<file path="src/include/modbus_dec_cfg.svh">
// Constants for the request address decoder: codes, bases, spans, slots
`ifndef MODBUS_DEC_CFG_SVH
`define MODBUS_DEC_CFG_SVH

// ----------------------------------------
// Function codes
// ----------------------------------------
`define FC_RD_OUT 8'h01
`define FC_RD_IN 8'h02
`define FC_RD_HOLD 8'h03
`define FC_RD_INREG 8'h04
`define FC_WR_OUT 8'h05
`define FC_WR_HOLD 8'h06
`define FC_DIAG 8'h08
`define FC_WRM_OUT 8'h0f
`define FC_WRM_HOLD 8'h10

// ----------------------------------------
// Exception codes
// ----------------------------------------
`define EXC_ILL_FUNC 8'h01
`define EXC_ILL_ADDR 8'h02

// ----------------------------------------
// Input-bit region bases, direct addressing
// ----------------------------------------
`define DIR_BYTE_BASE 17'h00400
`define DIR_STAT_BASE 17'h00800
`define DIR_WORD_BASE 17'h01400

// ----------------------------------------
// Reference-number input-bit bases
// ----------------------------------------
`define REF_ALLOC_BASE 17'h02711
`define REF_BYTE_BASE 17'h032c9
`define REF_STAT_BASE 17'h036b1
`define REF_WORD_BASE 17'h03e81
// Same bases relative to the allocated base
`define REFO_BYTE 17'h00bb8
`define REFO_STAT 17'h00fa0
`define REFO_WORD 17'h01770

// ----------------------------------------
// Reference-number ranges
// ----------------------------------------
`define REF_OUT_LAST 16'h270f
`define REF_IN_FIRST 16'h2710
`define REF_IN_LAST 16'h4e1f
`define REF_INREG_FIRST 16'h7530
`define REF_INREG_LAST 16'h9c3f
`define REF_HOLD_FIRST 16'h9c40
`define REF_HOLD_LAST 16'hc34f

// ----------------------------------------
// Region spans in bits and slot numbers
// ----------------------------------------
`define BYTE_SPAN 17'h001a0
`define STAT_SPAN 17'h00198
`define WORD_SPAN 17'h00310
`define SLOT_COM_LO 6'h00
`define SLOT_COM_HI 6'h31
`define SLOT_PSU 6'h32
`define SLOT_IO_FIRST 6'h01
`define SLOT_IO_LAST 6'h30
`define BIT_HALF 5'h04
`define BYTE_BITS 5'h08
`define WORD_BITS 5'h10
`define ALLOC_BITS_DEF 1024

`endif

</file>
<file path="src/include/modbus_dec_pkg.sv">
// Types and shared slot decoding for the request address decoder
`default_nettype none
`include "modbus_dec_cfg.svh"

package modbus_dec_pkg;

  typedef enum logic [2:0] {SP_NONE, SP_IN_BIT, SP_OUT_BIT, SP_IN_REG, SP_HOLD_REG} space_e;
  typedef enum logic [2:0] {RG_FLAT, RG_ALLOC, RG_BYTE_SLOT, RG_STATUS, RG_WORD_SLOT} region_e;
  typedef enum logic [1:0] {SC_COM, SC_IO, SC_PSU, SC_BAD} slot_class_e;

  // Slot ownership: com units at 0 and 49, supply last at 50, modules between
  function automatic slot_class_e slot_class(input logic [5:0] s);
    if (s == `SLOT_COM_LO || s == `SLOT_COM_HI) begin
      return SC_COM;
    end else if (s == `SLOT_PSU) begin
      return SC_PSU;
    end else if (s >= `SLOT_IO_FIRST && s <= `SLOT_IO_LAST) begin
      return SC_IO;
    end else begin
      return SC_BAD;
    end
  endfunction

endpackage

`default_nettype wire

</file>
<file path="src/rtl/slot_addr_calc.sv">
// Slot and bit to Modbus address calculator for the input-bit regions
`timescale 1ns/1ps
`default_nettype none
`include "modbus_dec_cfg.svh"

module slot_addr_calc (
  input wire logic clk,
  input wire logic rst_n,
  input wire logic calc_valid,
  input wire logic calc_ref_mode,
  input wire modbus_dec_pkg::region_e calc_region,
  input wire logic [5:0] calc_slot,
  input wire logic [4:0] calc_bit,
  output logic calc_done,
  output logic [15:0] calc_addr,
  output logic calc_err
);
  import modbus_dec_pkg::*;

  logic done_r, done_nxt, err_r, err_nxt;
  logic [15:0] addr_r, addr_nxt;
  logic [16:0] base, term, sum;
  logic ok;

  // ----------------------------------------
  // Address formula
  // ----------------------------------------
  // Channels 5..8 spill into the next slot's byte, hence slot+1
  always_comb begin
    base = 17'h00000;
    term = 17'h00000;
    ok = 1'b0;
    case (calc_region)
      RG_BYTE_SLOT: begin
        base = calc_ref_mode ? `REF_BYTE_BASE : `DIR_BYTE_BASE;
        term = (calc_bit <= `BIT_HALF) ? 17'({calc_slot, 3'b000})
             : 17'({7'({1'b0, calc_slot} + 7'h01), 3'b000});
        ok = calc_slot <= `SLOT_PSU && calc_bit >= 5'h01 && calc_bit <= `BYTE_BITS;
      end
      RG_STATUS: begin
        base = calc_ref_mode ? `REF_STAT_BASE : `DIR_STAT_BASE;
        term = 17'({calc_slot, 3'b000});
        ok = calc_slot <= `SLOT_PSU && calc_bit >= 5'h01 && calc_bit <= `BYTE_BITS;
      end
      RG_WORD_SLOT: begin
        base = calc_ref_mode ? `REF_WORD_BASE : `DIR_WORD_BASE;
        term = 17'({calc_slot, 4'b0000});
        ok = slot_class(calc_slot) == SC_IO && calc_bit >= 5'h01
          && calc_bit <= `WORD_BITS;
      end
      default: begin
        ok = 1'b0; // Allocated and flat spaces have no slot formula, so they are refused
      end
    endcase
    sum = base + term + 17'(calc_bit) - 17'h00001;
    done_nxt = calc_valid;
    err_nxt = calc_valid ? !ok : err_r;
    addr_nxt = (calc_valid && ok) ? sum[15:0] : addr_r;
  end

  // Result registers
  always_ff @(posedge clk or negedge rst_n) begin
    if (!rst_n) begin
      done_r <= 1'b0;
      err_r <= 1'b0;
      addr_r <= 16'h0000;
    end else begin
      done_r <= done_nxt;
      err_r <= err_nxt;
      addr_r <= addr_nxt;
    end
  end

  assign calc_done = done_r;
  assign calc_err = err_r;
  assign calc_addr = addr_r;

endmodule

`default_nettype wire

</file>
<file path="src/rtl/modbus_address_decoder.sv">
// Modbus request address decoder for a remote I/O station
`timescale 1ns/1ps
`default_nettype none
`include "modbus_dec_cfg.svh"

module modbus_address_decoder #(
  parameter int ALLOC_BITS = `ALLOC_BITS_DEF
) (
  input wire logic clk,
  input wire logic rst_n,
  input wire logic req_valid,
  input wire logic req_ref_mode,
  input wire logic [7:0] req_func,
  input wire logic [15:0] req_addr,
  output logic resp_valid,
  output logic resp_exc,
  output logic [7:0] resp_exc_code,
  output var modbus_dec_pkg::space_e resp_space,
  output var modbus_dec_pkg::region_e resp_region,
  output logic resp_write,
  output logic resp_multi,
  output logic [15:0] resp_index,
  output logic [5:0] resp_slot,
  output var modbus_dec_pkg::slot_class_e resp_slot_class,
  output logic [4:0] resp_bit,
  input wire logic calc_valid,
  input wire logic calc_ref_mode,
  input wire modbus_dec_pkg::region_e calc_region,
  input wire logic [5:0] calc_slot,
  input wire logic [4:0] calc_bit,
  output logic calc_done,
  output logic [15:0] calc_addr,
  output logic calc_err
);
  import modbus_dec_pkg::*;

  typedef struct packed {
    logic hit;
    region_e region;
    logic [15:0] index;
    logic [5:0] slot;
    logic [4:0] bitn;
  } in_dec_s;

  // ----------------------------------------
  // Input-bit region decoding
  // ----------------------------------------
  // Offset o is relative to the allocated region's start; the other bases
  // differ between the two addressing schemes, so they come in as arguments.
  function automatic in_dec_s decode_in(input logic [16:0] o, input logic [16:0] b8,
                                         input logic [16:0] bst, input logic [16:0] b16);
    in_dec_s d;
    logic [16:0] r;
    logic [5:0] s;
    d.hit = 1'b0;
    d.region = RG_FLAT;
    d.index = 16'h0000;
    d.slot = 6'h00;
    d.bitn = 5'h00;
    r = 17'h00000;
    s = 6'h00;
    if (o < 17'(ALLOC_BITS)) begin
      d.hit = 1'b1;
      d.region = RG_ALLOC;
      d.index = o[15:0];
    end else if (o >= b8 && o < b8 + `BYTE_SPAN) begin
      r = o - b8;
      s = r[8:3];
      // Channels 5..8 sit in the next byte, so that byte belongs to slot-1
      if (r[2]) begin
        s = s - 6'h01;
      end
      d.hit = (r[8:3] != 6'h00 || !r[2]) && s <= `SLOT_PSU;
      d.region = RG_BYTE_SLOT;
      d.index = r[15:0];
      d.slot = s;
      d.bitn = {2'b00, r[2:0]} + 5'h01;
    end else if (o >= bst && o < bst + `STAT_SPAN) begin
      r = o - bst;
      d.hit = 1'b1;
      d.region = RG_STATUS;
      d.index = r[15:0];
      d.slot = r[8:3];
      d.bitn = {2'b00, r[2:0]} + 5'h01;
    end else if (o >= b16 && o < b16 + `WORD_SPAN) begin
      r = o - b16;
      d.hit = slot_class(r[9:4]) == SC_IO;
      d.region = RG_WORD_SLOT;
      d.index = r[15:0];
      d.slot = r[9:4];
      d.bitn = {1'b0, r[3:0]} + 5'h01;
    end
    return d;
  endfunction

  // ----------------------------------------
  // Response register group
  // ----------------------------------------
  logic valid_r, valid_nxt, exc_r, exc_nxt, wr_r, wr_nxt, multi_r, multi_nxt;
  logic [7:0] code_r, code_nxt;
  space_e space_r, space_nxt;
  region_e region_r, region_nxt;
  logic [15:0] index_r, index_nxt;
  logic [5:0] slot_r, slot_nxt;
  logic [4:0] bit_r, bit_nxt;
  slot_class_e cls_r, cls_nxt;
  in_dec_s dec_dir, dec_ref, dec;
  logic [16:0] ref_off;

  // Both schemes go through the same input-bit decoder, only rebased
  assign ref_off = {1'b0, req_addr} - `REF_ALLOC_BASE;
  assign dec_dir = decode_in({1'b0, req_addr}, `DIR_BYTE_BASE, `DIR_STAT_BASE,
                             `DIR_WORD_BASE);
  assign dec_ref = decode_in(ref_off, `REFO_BYTE, `REFO_STAT, `REFO_WORD);

  // Next answer; a decode is taken each cycle req_valid is high
  always_comb begin
    valid_nxt = req_valid;
    exc_nxt = 1'b0;
    code_nxt = 8'h00;
    space_nxt = SP_NONE;
    region_nxt = RG_FLAT;
    wr_nxt = 1'b0;
    multi_nxt = 1'b0;
    index_nxt = req_addr;
    slot_nxt = 6'h00;
    bit_nxt = 5'h00;
    dec = dec_dir;
    if (!req_ref_mode) begin
      case (req_func)
        `FC_RD_IN: space_nxt = SP_IN_BIT;
        `FC_RD_OUT: space_nxt = SP_OUT_BIT;
        `FC_RD_INREG: space_nxt = SP_IN_REG;
        `FC_RD_HOLD: space_nxt = SP_HOLD_REG;
        `FC_WR_OUT, `FC_WRM_OUT: begin
          space_nxt = SP_OUT_BIT;
          wr_nxt = 1'b1;
          multi_nxt = req_func == `FC_WRM_OUT;
        end
        `FC_WR_HOLD, `FC_WRM_HOLD: begin
          space_nxt = SP_HOLD_REG;
          wr_nxt = 1'b1;
          multi_nxt = req_func == `FC_WRM_HOLD;
        end
        `FC_DIAG: space_nxt = SP_NONE; // Diagnostics touch no data space
        default: begin
          exc_nxt = 1'b1;
          code_nxt = `EXC_ILL_FUNC;
        end
      endcase
    end else begin
      // Space comes from the number range; the code only says read or write
      dec = dec_ref;
      if (req_addr <= `REF_OUT_LAST) begin
        space_nxt = SP_OUT_BIT;
      end else if (req_addr >= `REF_IN_FIRST && req_addr <= `REF_IN_LAST) begin
        space_nxt = SP_IN_BIT;
      end else if (req_addr >= `REF_INREG_FIRST && req_addr <= `REF_INREG_LAST) begin
        space_nxt = SP_IN_REG;
        index_nxt = req_addr - `REF_INREG_FIRST;
      end else if (req_addr >= `REF_HOLD_FIRST && req_addr <= `REF_HOLD_LAST) begin
        space_nxt = SP_HOLD_REG;
        index_nxt = req_addr - `REF_HOLD_FIRST;
      end else begin
        exc_nxt = 1'b1;
        code_nxt = `EXC_ILL_ADDR;
      end
      case (req_func)
        `FC_WR_OUT, `FC_WRM_OUT: begin
          wr_nxt = 1'b1;
          multi_nxt = req_func == `FC_WRM_OUT;
          if (!exc_nxt && space_nxt != SP_OUT_BIT) begin
            exc_nxt = 1'b1;
            code_nxt = `EXC_ILL_FUNC;
          end
        end
        `FC_WR_HOLD, `FC_WRM_HOLD: begin
          wr_nxt = 1'b1;
          multi_nxt = req_func == `FC_WRM_HOLD;
          if (!exc_nxt && space_nxt != SP_HOLD_REG) begin
            exc_nxt = 1'b1;
            code_nxt = `EXC_ILL_FUNC;
          end
        end
        default: wr_nxt = 1'b0;
      endcase
    end
    // Input bits map through the region table; holes are address errors
    if (!exc_nxt && space_nxt == SP_IN_BIT) begin
      region_nxt = dec.region;
      index_nxt = dec.index;
      slot_nxt = dec.slot;
      bit_nxt = dec.bitn;
      if (!dec.hit) begin
        exc_nxt = 1'b1;
        code_nxt = `EXC_ILL_ADDR;
      end
    end
    // An exception answer names no space
    if (exc_nxt) begin
      space_nxt = SP_NONE;
      wr_nxt = 1'b0;
      multi_nxt = 1'b0;
    end
    // Class is registered so the output comes straight from a flop
    cls_nxt = slot_class(slot_nxt);
  end

  // Answer registers, valid for one cycle per request
  always_ff @(posedge clk or negedge rst_n) begin
    if (!rst_n) begin
      valid_r <= 1'b0;
      exc_r <= 1'b0;
      code_r <= 8'h00;
      space_r <= SP_NONE;
      region_r <= RG_FLAT;
      wr_r <= 1'b0;
      multi_r <= 1'b0;
      index_r <= 16'h0000;
      slot_r <= 6'h00;
      bit_r <= 5'h00;
      cls_r <= SC_COM;
    end else begin
      valid_r <= valid_nxt;
      exc_r <= exc_nxt;
      code_r <= code_nxt;
      space_r <= space_nxt;
      region_r <= region_nxt;
      wr_r <= wr_nxt;
      multi_r <= multi_nxt;
      index_r <= index_nxt;
      slot_r <= slot_nxt;
      bit_r <= bit_nxt;
      cls_r <= cls_nxt;
    end
  end

  assign resp_valid = valid_r;
  assign resp_exc = exc_r;
  assign resp_exc_code = code_r;
  assign resp_space = space_r;
  assign resp_region = region_r;
  assign resp_write = wr_r;
  assign resp_multi = multi_r;
  assign resp_index = index_r;
  assign resp_slot = slot_r;
  assign resp_slot_class = cls_r;
  assign resp_bit = bit_r;

  // ----------------------------------------
  // Slot formula calculator for the master side
  // ----------------------------------------
  // Lets the master look up an address from slot and bit instead of
  // hard-coding the region formulas
  slot_addr_calc u_calc (
    .clk(clk),
    .rst_n(rst_n),
    .calc_valid(calc_valid),
    .calc_ref_mode(calc_ref_mode),
    .calc_region(calc_region),
    .calc_slot(calc_slot),
    .calc_bit(calc_bit),
    .calc_done(calc_done),
    .calc_addr(calc_addr),
    .calc_err(calc_err)
  );
endmodule

`default_nettype wire

</file>
<file path="config.mk">
export PLATFORM = sky130hd
export DESIGN_NAME = modbus_address_decoder
export DESIGN_NICKNAME = d
export VERILOG_FILES = /design/src/include/modbus_dec_pkg.sv /design/src/rtl/slot_addr_calc.sv /design/src/rtl/modbus_address_decoder.sv
export VERILOG_INCLUDE_DIRS = /design/src /design/src/include
export SDC_FILE = /design/constraint.sdc
export NUM_CORES = 1
export LEC_CHECK = 0
export BUFFER_PORTS_ARGS = -buffer_cell sky130_fd_sc_hd__buf_2
export CAP_MARGIN = 20
export CELL_PAD_IN_SITES_DETAIL_PLACEMENT = 0
export CELL_PAD_IN_SITES_GLOBAL_PLACEMENT = 2
export CORE_MARGIN = 8
export CORE_UTILIZATION = 38
export CTS_CLUSTER_SIZE = 25
export DETAILED_ROUTE_END_ITERATION = 16
export GPL_TIMING_DRIVEN = 0
export PLACE_DENSITY = 0.89
export SYNTH_ARGS = -nofsm -noshare
export SYNTH_HDL_FRONTEND = slang
export SYNTH_HIERARCHICAL = 1
export SYNTH_SLANG_ARGS = --single-unit
</file>
<file path="constraint.sdc">
create_clock -name clk -period 2 [get_ports clk]
set_clock_uncertainty 0.15 [all_clocks]
set_input_delay 0 -clock clk [delete_from_list [all_inputs] [get_ports clk]]
set_output_delay 0 -clock clk [all_outputs]
set_load 0.1 [all_outputs]
</file>
==> results.py, run 1 <==
metrics = {
    "setup_path": {
        "end_kind": "register",
        "rr_endpoint": "u_calc/calc_addr[15]$_DFFE_PN0P_",
        "rr_worst_depth": 2,
        "crit_chain": "buf_12, clkbuf_16, a21oi_4, mux2i_1, o22ai_2, ha_1, a211oi_2, o21bai_2, a21oi_4, xor2_2, inv_2, ha_4, and3_4, a21oi_2, o21ai_2, o41a_1, o31ai_2, xor2_1, o21ai_1",
        "critPathBufInv": 3,
        "cp_common_cell": "a21oi_4",
        "arrival_ns": 3.53,
        "cp.required_ns": 2.06,
        "slowest_stage": "o41a_1",
        "path_delay_family": "compound AO/OA/AOI/OAI gates",
        "crit_path_max_fanout": 4,
        "critPathMaxStageDelay_ns": 0.42,
        "r2r-start": "u_calc/calc_addr[15]$_DFFE_PN0P_",
        "criticalPathCategory": "in -> reg",
        "cp-start-kind": "primary input",
        "r2r_slack_ns": 1.06,
    },
    "finish": {
        "nFillCells": 1717,
        "drive_gt1_frac": 0.478,
        "synthToLayoutAreaGrowth_pct": 61.4,
        "multi_input_area_um2": 7630,
        "num_antenna_cells": 0,
        "design_area_um2": 12600,
        "ff_latch_area_um2": 1480,
        "nets": 1380,
    },
    "power": {
        "seqPwrFrac": 0.187,
        "intPower_uw": 4000,
        "p_switching_uw": 3840,
        "p_sw_frac": 0.490,
        "p_per_area_nw_per_um2": 619,
        "pwr-share-clk": 0.211,
        "leakagePower_uw": 0.00526,
        "irDropWorstVdd_uv": 436,
        "p_comb_frac": 0.601,
    },
    "floorplanning": {
        "dieArea_um2": 25500,
        "core_um2": 20200,
        "die_x_um": 160,
        "die-height_um": 160,
        "start_util": 0.387,
        "num_rows": 52,
        "ios": 109,
    },
    "cts": {
        "clk_path_buf_depth": 2,
        "cts_max_level": 3,
        "worstSkewPairLatency_ns": 0.33,
        "cts.sink_count": 59,
        "cts_tree": "yes",
        "path_clk_slew_ns": 0.06,
        "clockRootBuffer": "clkbuf_16",
        "cts_buffers": 9,
    },
    "status": {
        "status": "finished with violations",
        "violations": "negative setup slack",
    },
    "synth": {
        "ys_seq_elements": 59,
        "ys_seq_area_frac": 0.188,
        "yosysUniqueCellTypes": 112,
        "syn-cell-area_um2": 7840,
        "netlist_instances": 986,
        "synth_ff_type": "dfrtp_1",
        "synth_edf_count": 0,
        "synth-async-reset-ratio": 1.00,
        "yosys_warnings": 6,
        "syn-mean-instance-area_um2": 7.95,
    },
    "global_route": {
        "grt_max_degree": 37,
        "grt_first_pass_wirelength_um": 50700,
        "grt.total_usage": 0.244,
        "grt-ovfl-total": 0,
        "grt_pass1_vias": 8867,
        "antenna_found_initial": 0,
    },
    "detailed_routing": {
        "drt-pass1-iter-count": 5,
        "wl_met2_um": 15900,
        "dr_wl_met3_um": 2410,
        "routed_via_density": 5.95,
        "wire_per_inst_um": 21.7,
        "finalWirelength_um": 33400,
        "wl_met1_um": 13700,
        "post-route-drc-count": 0,
        "highest_layer": "met4",
        "vias": 9164,
        "antenna_left": 0,
        "dr.first_iter.drc_count": 767,
    },
    "sta": {
        "min_period_ns": 3.48,
        "period_share": 1.74,
        "slew_violations": 0,
        "fmax_mhz": 288,
        "worst_slack_ns": -1.48,
        "hold_viol": 0,
        "worst_slew_pin_slew_ns": 0.920,
        "rsz0062_at_grt": "true",
        "setup_viol": 51,
        "relSlewSlack": 0.387,
    },
    "placed_design": {
        "io_buffers": 98,
        "place_ws_ns": -2.22,
        "dpl_cell_area_um2": 9400,
        "hpwl_um": 23200,
        "gp_congestion": 0.912,
    },
    "hold_path": {
        "hold_end": "resp_index[6]$_DFF_PN0_",
        "hold_depth": 5,
        "hold_path.class": "in -> reg",
        "worstHoldStart": "req_addr[6]",
    },
    "flow_run": {
        "cap_violations": 0,
    },
}
==> layout by cell type (no fill, tap or decap), drive strengths merged, types with 7 or more instances in the layout <==
| master | Yosys | routed |
|---|---|---|
| or3 | 9 | 9 |
| nor3 | 32 | 32 |
| dlygate4sd3 | 0 | 9 |
| nand3 | 29 | 29 |
| a221oi | 8 | 8 |
| nand4 | 10 | 10 |
| mux2i | 8 | 8 |
| inv | 67 | 66 |
| nand2 | 87 | 87 |
| a211oi | 15 | 15 |
| a21oi | 68 | 68 |
| xnor2 | 46 | 46 |
| nor4 | 14 | 14 |
| a22oi | 7 | 7 |
| nand2b | 19 | 19 |
| nor3b | 8 | 8 |
| o21bai | 8 | 8 |
| nor2b | 12 | 12 |
| buf | 38 | 296 |
| a31oi | 15 | 15 |
| o22ai | 12 | 12 |
| nor2 | 71 | 71 |
| o31ai | 10 | 10 |
| ha | 70 | 70 |
| o211ai | 9 | 9 |
| and2 | 13 | 13 |
| xor2 | 15 | 15 |
| o21ai | 57 | 57 |
| a21o | 7 | 7 |
| clkbuf | 22 | 27 |
| o311ai | 8 | 8 |
| o21a | 10 | 10 |
| mux2 | 7 | 7 |
| and3 | 9 | 9 |
| dfrtp | 59 | 59 |
| a21boi | 7 | 7 |
==> cells in the mapped netlist (5+ instances only) <==
library cell,number,area [um2]
nand2_1,86,323
ha_1,70,876
nor2_1,68,255
a21oi_1,65,325
inv_1,62,233
dfrtp_1,59,1480
o21ai_0,49,245
xnor2_1,45,394
nor3_1,30,150
nand3_1,29,145
clkbuf_1,22,82.6
buf_2,21,105
nand2b_1,19,119
a31oi_1,15,93.8
xor2_1,15,131
a211oi_1,13,97.6
and2_1,13,81.3
nor2b_1,12,75.1
nor4_1,12,75.1
o22ai_1,12,75.1
o21a_1,10,75.1
and3_1,9,56.3
nand4_1,9,56.3
o31ai_1,9,67.6
or3_1,9,56.3
a221oi_1,8,70.1
buf_4,8,60.1
nor3b_1,8,60.1
o21bai_1,8,60.1
a21o_1,7,52.6
a22oi_1,7,52.6
mux2i_1,7,70.1
o211ai_1,7,52.6
o21ai_1,7,35.0
mux2_2,6,67.6
a31o_2,5,43.8
buf_6,5,56.3
nand3b_1,5,37.5
==> area by class of cell <==
class                      count  area share
clock buffer                  10      0.0181
inverter                      67      0.0257
timing repair buffer         266       0.164
clock inverter                 6     0.00712
buffer                        56      0.0383
sequential                    59       0.117
tap                          270      0.0267
multi-input combinational    805       0.603
==> power groups by stage <==
stage	Sequential, uW	Clock [uW]	Combinational [uW]
after CTS	1470	1690	4430
after global routing	1490	1760	4930
after detailed placement	1490	0	3770
after global placement	1480	0	3750
final	1470	1650	4710
after floorplan	2830	0	1620
==> worst min-delay path, delay by kind of cell <==
kind            cells  cell delay [ns]
compound gates      1             0.10
buf+inv             3             0.30
simple gates        1             0.07
==> through the flow <==
stage | power [uW] | instances | util | TNS, ns | hold slack, ns
finish | 7840 | 1539 | 0.625 | -48.54 | 0.0368
global route | 8180 | 1539 | 0.625 | -54.56 | 0.0501
CTS | 7590 | 1505 | 0.589 | -43.92 | 0.0344
detailed placement | 5250 | 1360 | 0.465 | -85.60 | -0.124
global placement | 5240 | 1359 | 0.464 | -85.96 | -0.0373
floorplan | 4450 | 991 | - | -44.37 | -0.446
==> sequential cells by signal (all words and copies together) (netlist names) <==
name              flops
resp_space            3
u_calc/calc_err       1
resp_multi            1
resp_valid            1
resp_slot             6
resp_write            1
resp_index           16
resp_exc_code         2
resp_slot_class       2
u_calc/calc_addr     16
resp_bit              5
resp_region           3
u_calc/calc_done      1
resp_exc              1
==> how the worst max path moves through the flow <==
| stage | depth (start not counted) | from | to | slack (ns) |
|---|---|---|---|---|
| 6_report | 19 | calc_region[0] | u_calc/calc_addr[14]$_DFFE_PN0P_ | -1.48 |
| 5_1_grt | 19 | calc_bit[0] | u_calc/calc_addr[14]$_DFFE_PN0P_ | -1.60 |
| 4_1_cts | 21 | calc_bit[1] | u_calc/calc_addr[14]$_DFFE_PN0P_ | -1.49 |
| 3_5_place_dp | 18 | req_addr[3] | resp_index[14]$_DFF_PN0_ | -2.22 |
| 3_3_place_gp | 18 | req_addr[3] | resp_index[12]$_DFF_PN0_ | -2.24 |
| 2_1_floorplan | 17 | calc_bit[0] | u_calc/calc_addr[12]$_DFFE_PN0P_ | -1.51 |
==> per-layer routing <==
metal,vias up,global-route usage
met4,0,0.0840
met1,4447,0.319
li1,4187,-
met2,434,0.406
met5,-,0
met3,96,0.0344
==> logic make-up (layout without fill, tap and decap cells) <==
logic type | Yosys count | in the layout | share of synthesized area
muxes | 15 | 15 | 0.0223
other | 1 | 6 | 0.000478
DFF | 59 | 59 | 0.188
buffers and inverters | 127 | 405 | 0.0731
xor gates and xnor gates | 63 | 63 | 0.0750
adders and majority gates | 72 | 72 | 0.117
and+or+nand+nor | 336 | 336 | 0.226
AOI/OAI and AO/OA | 313 | 313 | 0.298
==> repair_timing <==
item / 4_1_cts / 5_1_grt
hold endpoints to repair: 68 / 0
setup buffers: 123 / 42
endpoints found under the setup margin: 57 / 56
gates resized for setup: 243 / 106
hold buffers: 9 / 0
pin swaps: 102 / 75
No activity file was read; power rests on OpenSTA's default activity.
==> inputs of run 2 (changes only) <==
--- a/config.mk
+++ b/config.mk
@@ -14,7 +14,6 @@
 export CORE_UTILIZATION = 38
 export CTS_CLUSTER_SIZE = 25
 export DETAILED_ROUTE_END_ITERATION = 16
-export GPL_TIMING_DRIVEN = 0
 export PLACE_DENSITY = 0.89
 export SYNTH_ARGS = -nofsm -noshare
 export SYNTH_HDL_FRONTEND = slang
==> run 2 against run 1 <==
Die area did not move. Critical path depth rose by 1. Global-route usage decreased by 0.11 points. Non-clock buffer count is 211 higher. The flow still finishes with violations (negative setup slack). Design area is 12% higher.
==> results.py, run 2 (same netlist as run 1, synthesis figures left out) <==
metrics = {
    "sta": {
        "rsz0062_at_grt": "true",
        "finalSetupTns_ns": -44.98,
        "worst_slack_ns": -1.46,
        "worst_slew_pin_slew_ns": 0.658,
        "period_share": 1.73,
        "hold_viol": 0,
        "slew_violations": 0,
        "relSlewSlack": 0.560,
        "setup_viol": 50,
        "fmax_mhz": 289,
        "min_period_ns": 3.46,
    },
    "placed_design": {
        "dpl_cell_area_um2": 11700,
        "gp_congestion": 0.963,
        "io_buffers": 102,
        "dp_cells": 1658,
        "hpwl_um": 25500,
    },
    "cts": {
        "cts_buffers": 9,
        "cts.sink_count": 59,
        "cts_max_level": 3,
        "worstSkewPairLatency_ns": 0.32,
        "clk_path_buf_depth": 2,
        "clockRootBuffer": "clkbuf_16",
        "path_clk_slew_ns": 0.05,
        "cts_tree": "yes",
    },
    "floorplanning": {
        "die-height_um": 160,
        "core_um2": 20200,
        "die_x_um": 160,
        "dieArea_um2": 25500,
        "num_rows": 52,
        "start_util": 0.387,
        "ios": 109,
    },
    "power": {
        "p_total_uw": 8340,
        "irDropWorstVdd_uv": 457,
        "p_per_area_nw_per_um2": 587,
        "leakagePower_uw": 0.00630,
    },
    "flow_run": {
        "cap_violations": 0,
    },
    "setup_path": {
        "r2r_slack_ns": 1.02,
        "arrival_ns": 3.51,
        "rr_endpoint": "u_calc/calc_addr[15]$_DFFE_PN0P_",
        "cp.required_ns": 2.06,
        "rr_worst_depth": 2,
        "crit_start": "calc_bit[1]",
        "r2r-start": "u_calc/calc_addr[15]$_DFFE_PN0P_",
        "end_kind": "register",
        "cp-start-kind": "primary input",
        "crit_path_max_fanout": 4,
        "endpoint": "u_calc/calc_addr[12]$_DFFE_PN0P_",
        "criticalPathCategory": "in -> reg",
    },
    "finish": {
        "drive_gt1_frac": 0.552,
        "synthToLayoutAreaGrowth_pct": 81.2,
        "final_cells": 1751,
        "final_common_cell": "buf_4",
        "design_area_um2": 14200,
        "nets": 1592,
        "num_antenna_cells": 0,
        "layout_common_cells": "buf_4 (364), buf_2 (88), nand2_1 (78)",
    },
    "global_route": {
        "grt_first_pass_wirelength_um": 51200,
        "grt_max_degree": 30,
        "grt-ovfl-total": 0,
        "grt_pass1_vias": 9683,
        "antenna_found_initial": 0,
        "grt.total_usage": 0.243,
    },
    "hold_path": {
        "hold_path.class": "in -> reg",
    },
    "status": {
        "status": "finished with violations",
        "violations": "negative setup slack",
    },
    "detailed_routing": {
        "finalWirelength_um": 33700,
        "drt-pass1-iter-count": 5,
        "dr.first_iter.drc_count": 595,
        "routed_via_density": 5.57,
        "wire_per_inst_um": 19.3,
        "antenna_left": 0,
        "vias": 9758,
        "post-route-drc-count": 0,
    },
}
## run 2: worst min path at each step
stage,to,cells after the start,slack [ns],startpoint
3_3_place_gp,u_calc/calc_addr[10]$_DFFE_PN0P_,1,-0.21,rst_n
3_5_place_dp,u_calc/calc_addr[10]$_DFFE_PN0P_,1,-0.21,rst_n
5_1_grt,u_calc/calc_addr[0]$_DFFE_PN0P_,5,0.06,calc_bit[0]
2_1_floorplan,resp_bit[0]$_DFF_PN0_,0,-0.45,rst_n
6_report,u_calc/calc_addr[0]$_DFFE_PN0P_,5,0.05,calc_bit[0]
4_1_cts,resp_index[2]$_DFF_PN0_,3,0.03,req_addr[2]
## run 2: area by class of cell
type | count | area (um2)
repair buffers | 533 | 4190
multi-input cells | 806 | 7530
clock buffers | 11 | 243
inverters | 67 | 318
flip-flops and latches | 59 | 1480
fillers | 1545 | 6030
clock inverters | 5 | 100
well taps | 270 | 338
## run 2: what timing repair did
action,in CTS,in global routing
gates cloned,2,0
setup buffers,38,41
gates resized for setup,171,151
hold buffers,8,1
endpoints found under the setup margin,55,56
pin swaps,63,98
hold endpoints to repair,66,1
## run 2: per-layer routing
| metal | global-route usage | vias up | share of wire |
|---|---|---|---|
| met5 | 0 | - | 0 |
| met4 | 0.0609 | 0 | 0.031 |
| met3 | 0.0414 | 91 | 0.063 |
| met2 | 0.428 | 352 | 0.49 |
| met1 | 0.303 | 4709 | 0.41 |
| li1 | - | 4606 | - |
## run 2: metrics by stage
stage / utilization / setup WS, ns / hold slack, ns
final: 0.702 / -1.46 / 0.0451
after global routing: 0.702 / -1.67 / 0.0586
after CTS: 0.652 / -1.45 / 0.0268
after detailed placement: 0.578 / -1.86 / -0.206
after global placement: 0.578 / -1.75 / -0.208
after floorplan: - / -1.51 / -0.446
## run 2: critical path, cell delays in order
cell	delay, ns
buf_8	0.10
o21ai_4	0.20
a21oi_4	0.10
xnor2_1	0.16
nor2_1	0.06
ha_2	0.20
fa_2	0.35
a21oi_2	0.15
o211ai_1	0.14
buf_4	0.15
a41o_1	0.26
a21oi_4	0.15
mux2_4	0.33
nor2_4	0.15
ha_4	0.17
nor2_2	0.04
nor2_1	0.09
o41a_1	0.21
xor3_1	0.24
mux2_2	0.27
## run 2: power by group
part	switching, uW	internal [uW]
Clock	527	1250
Sequential	100	1380
Combinational	3250	1840
Total	3880	4460
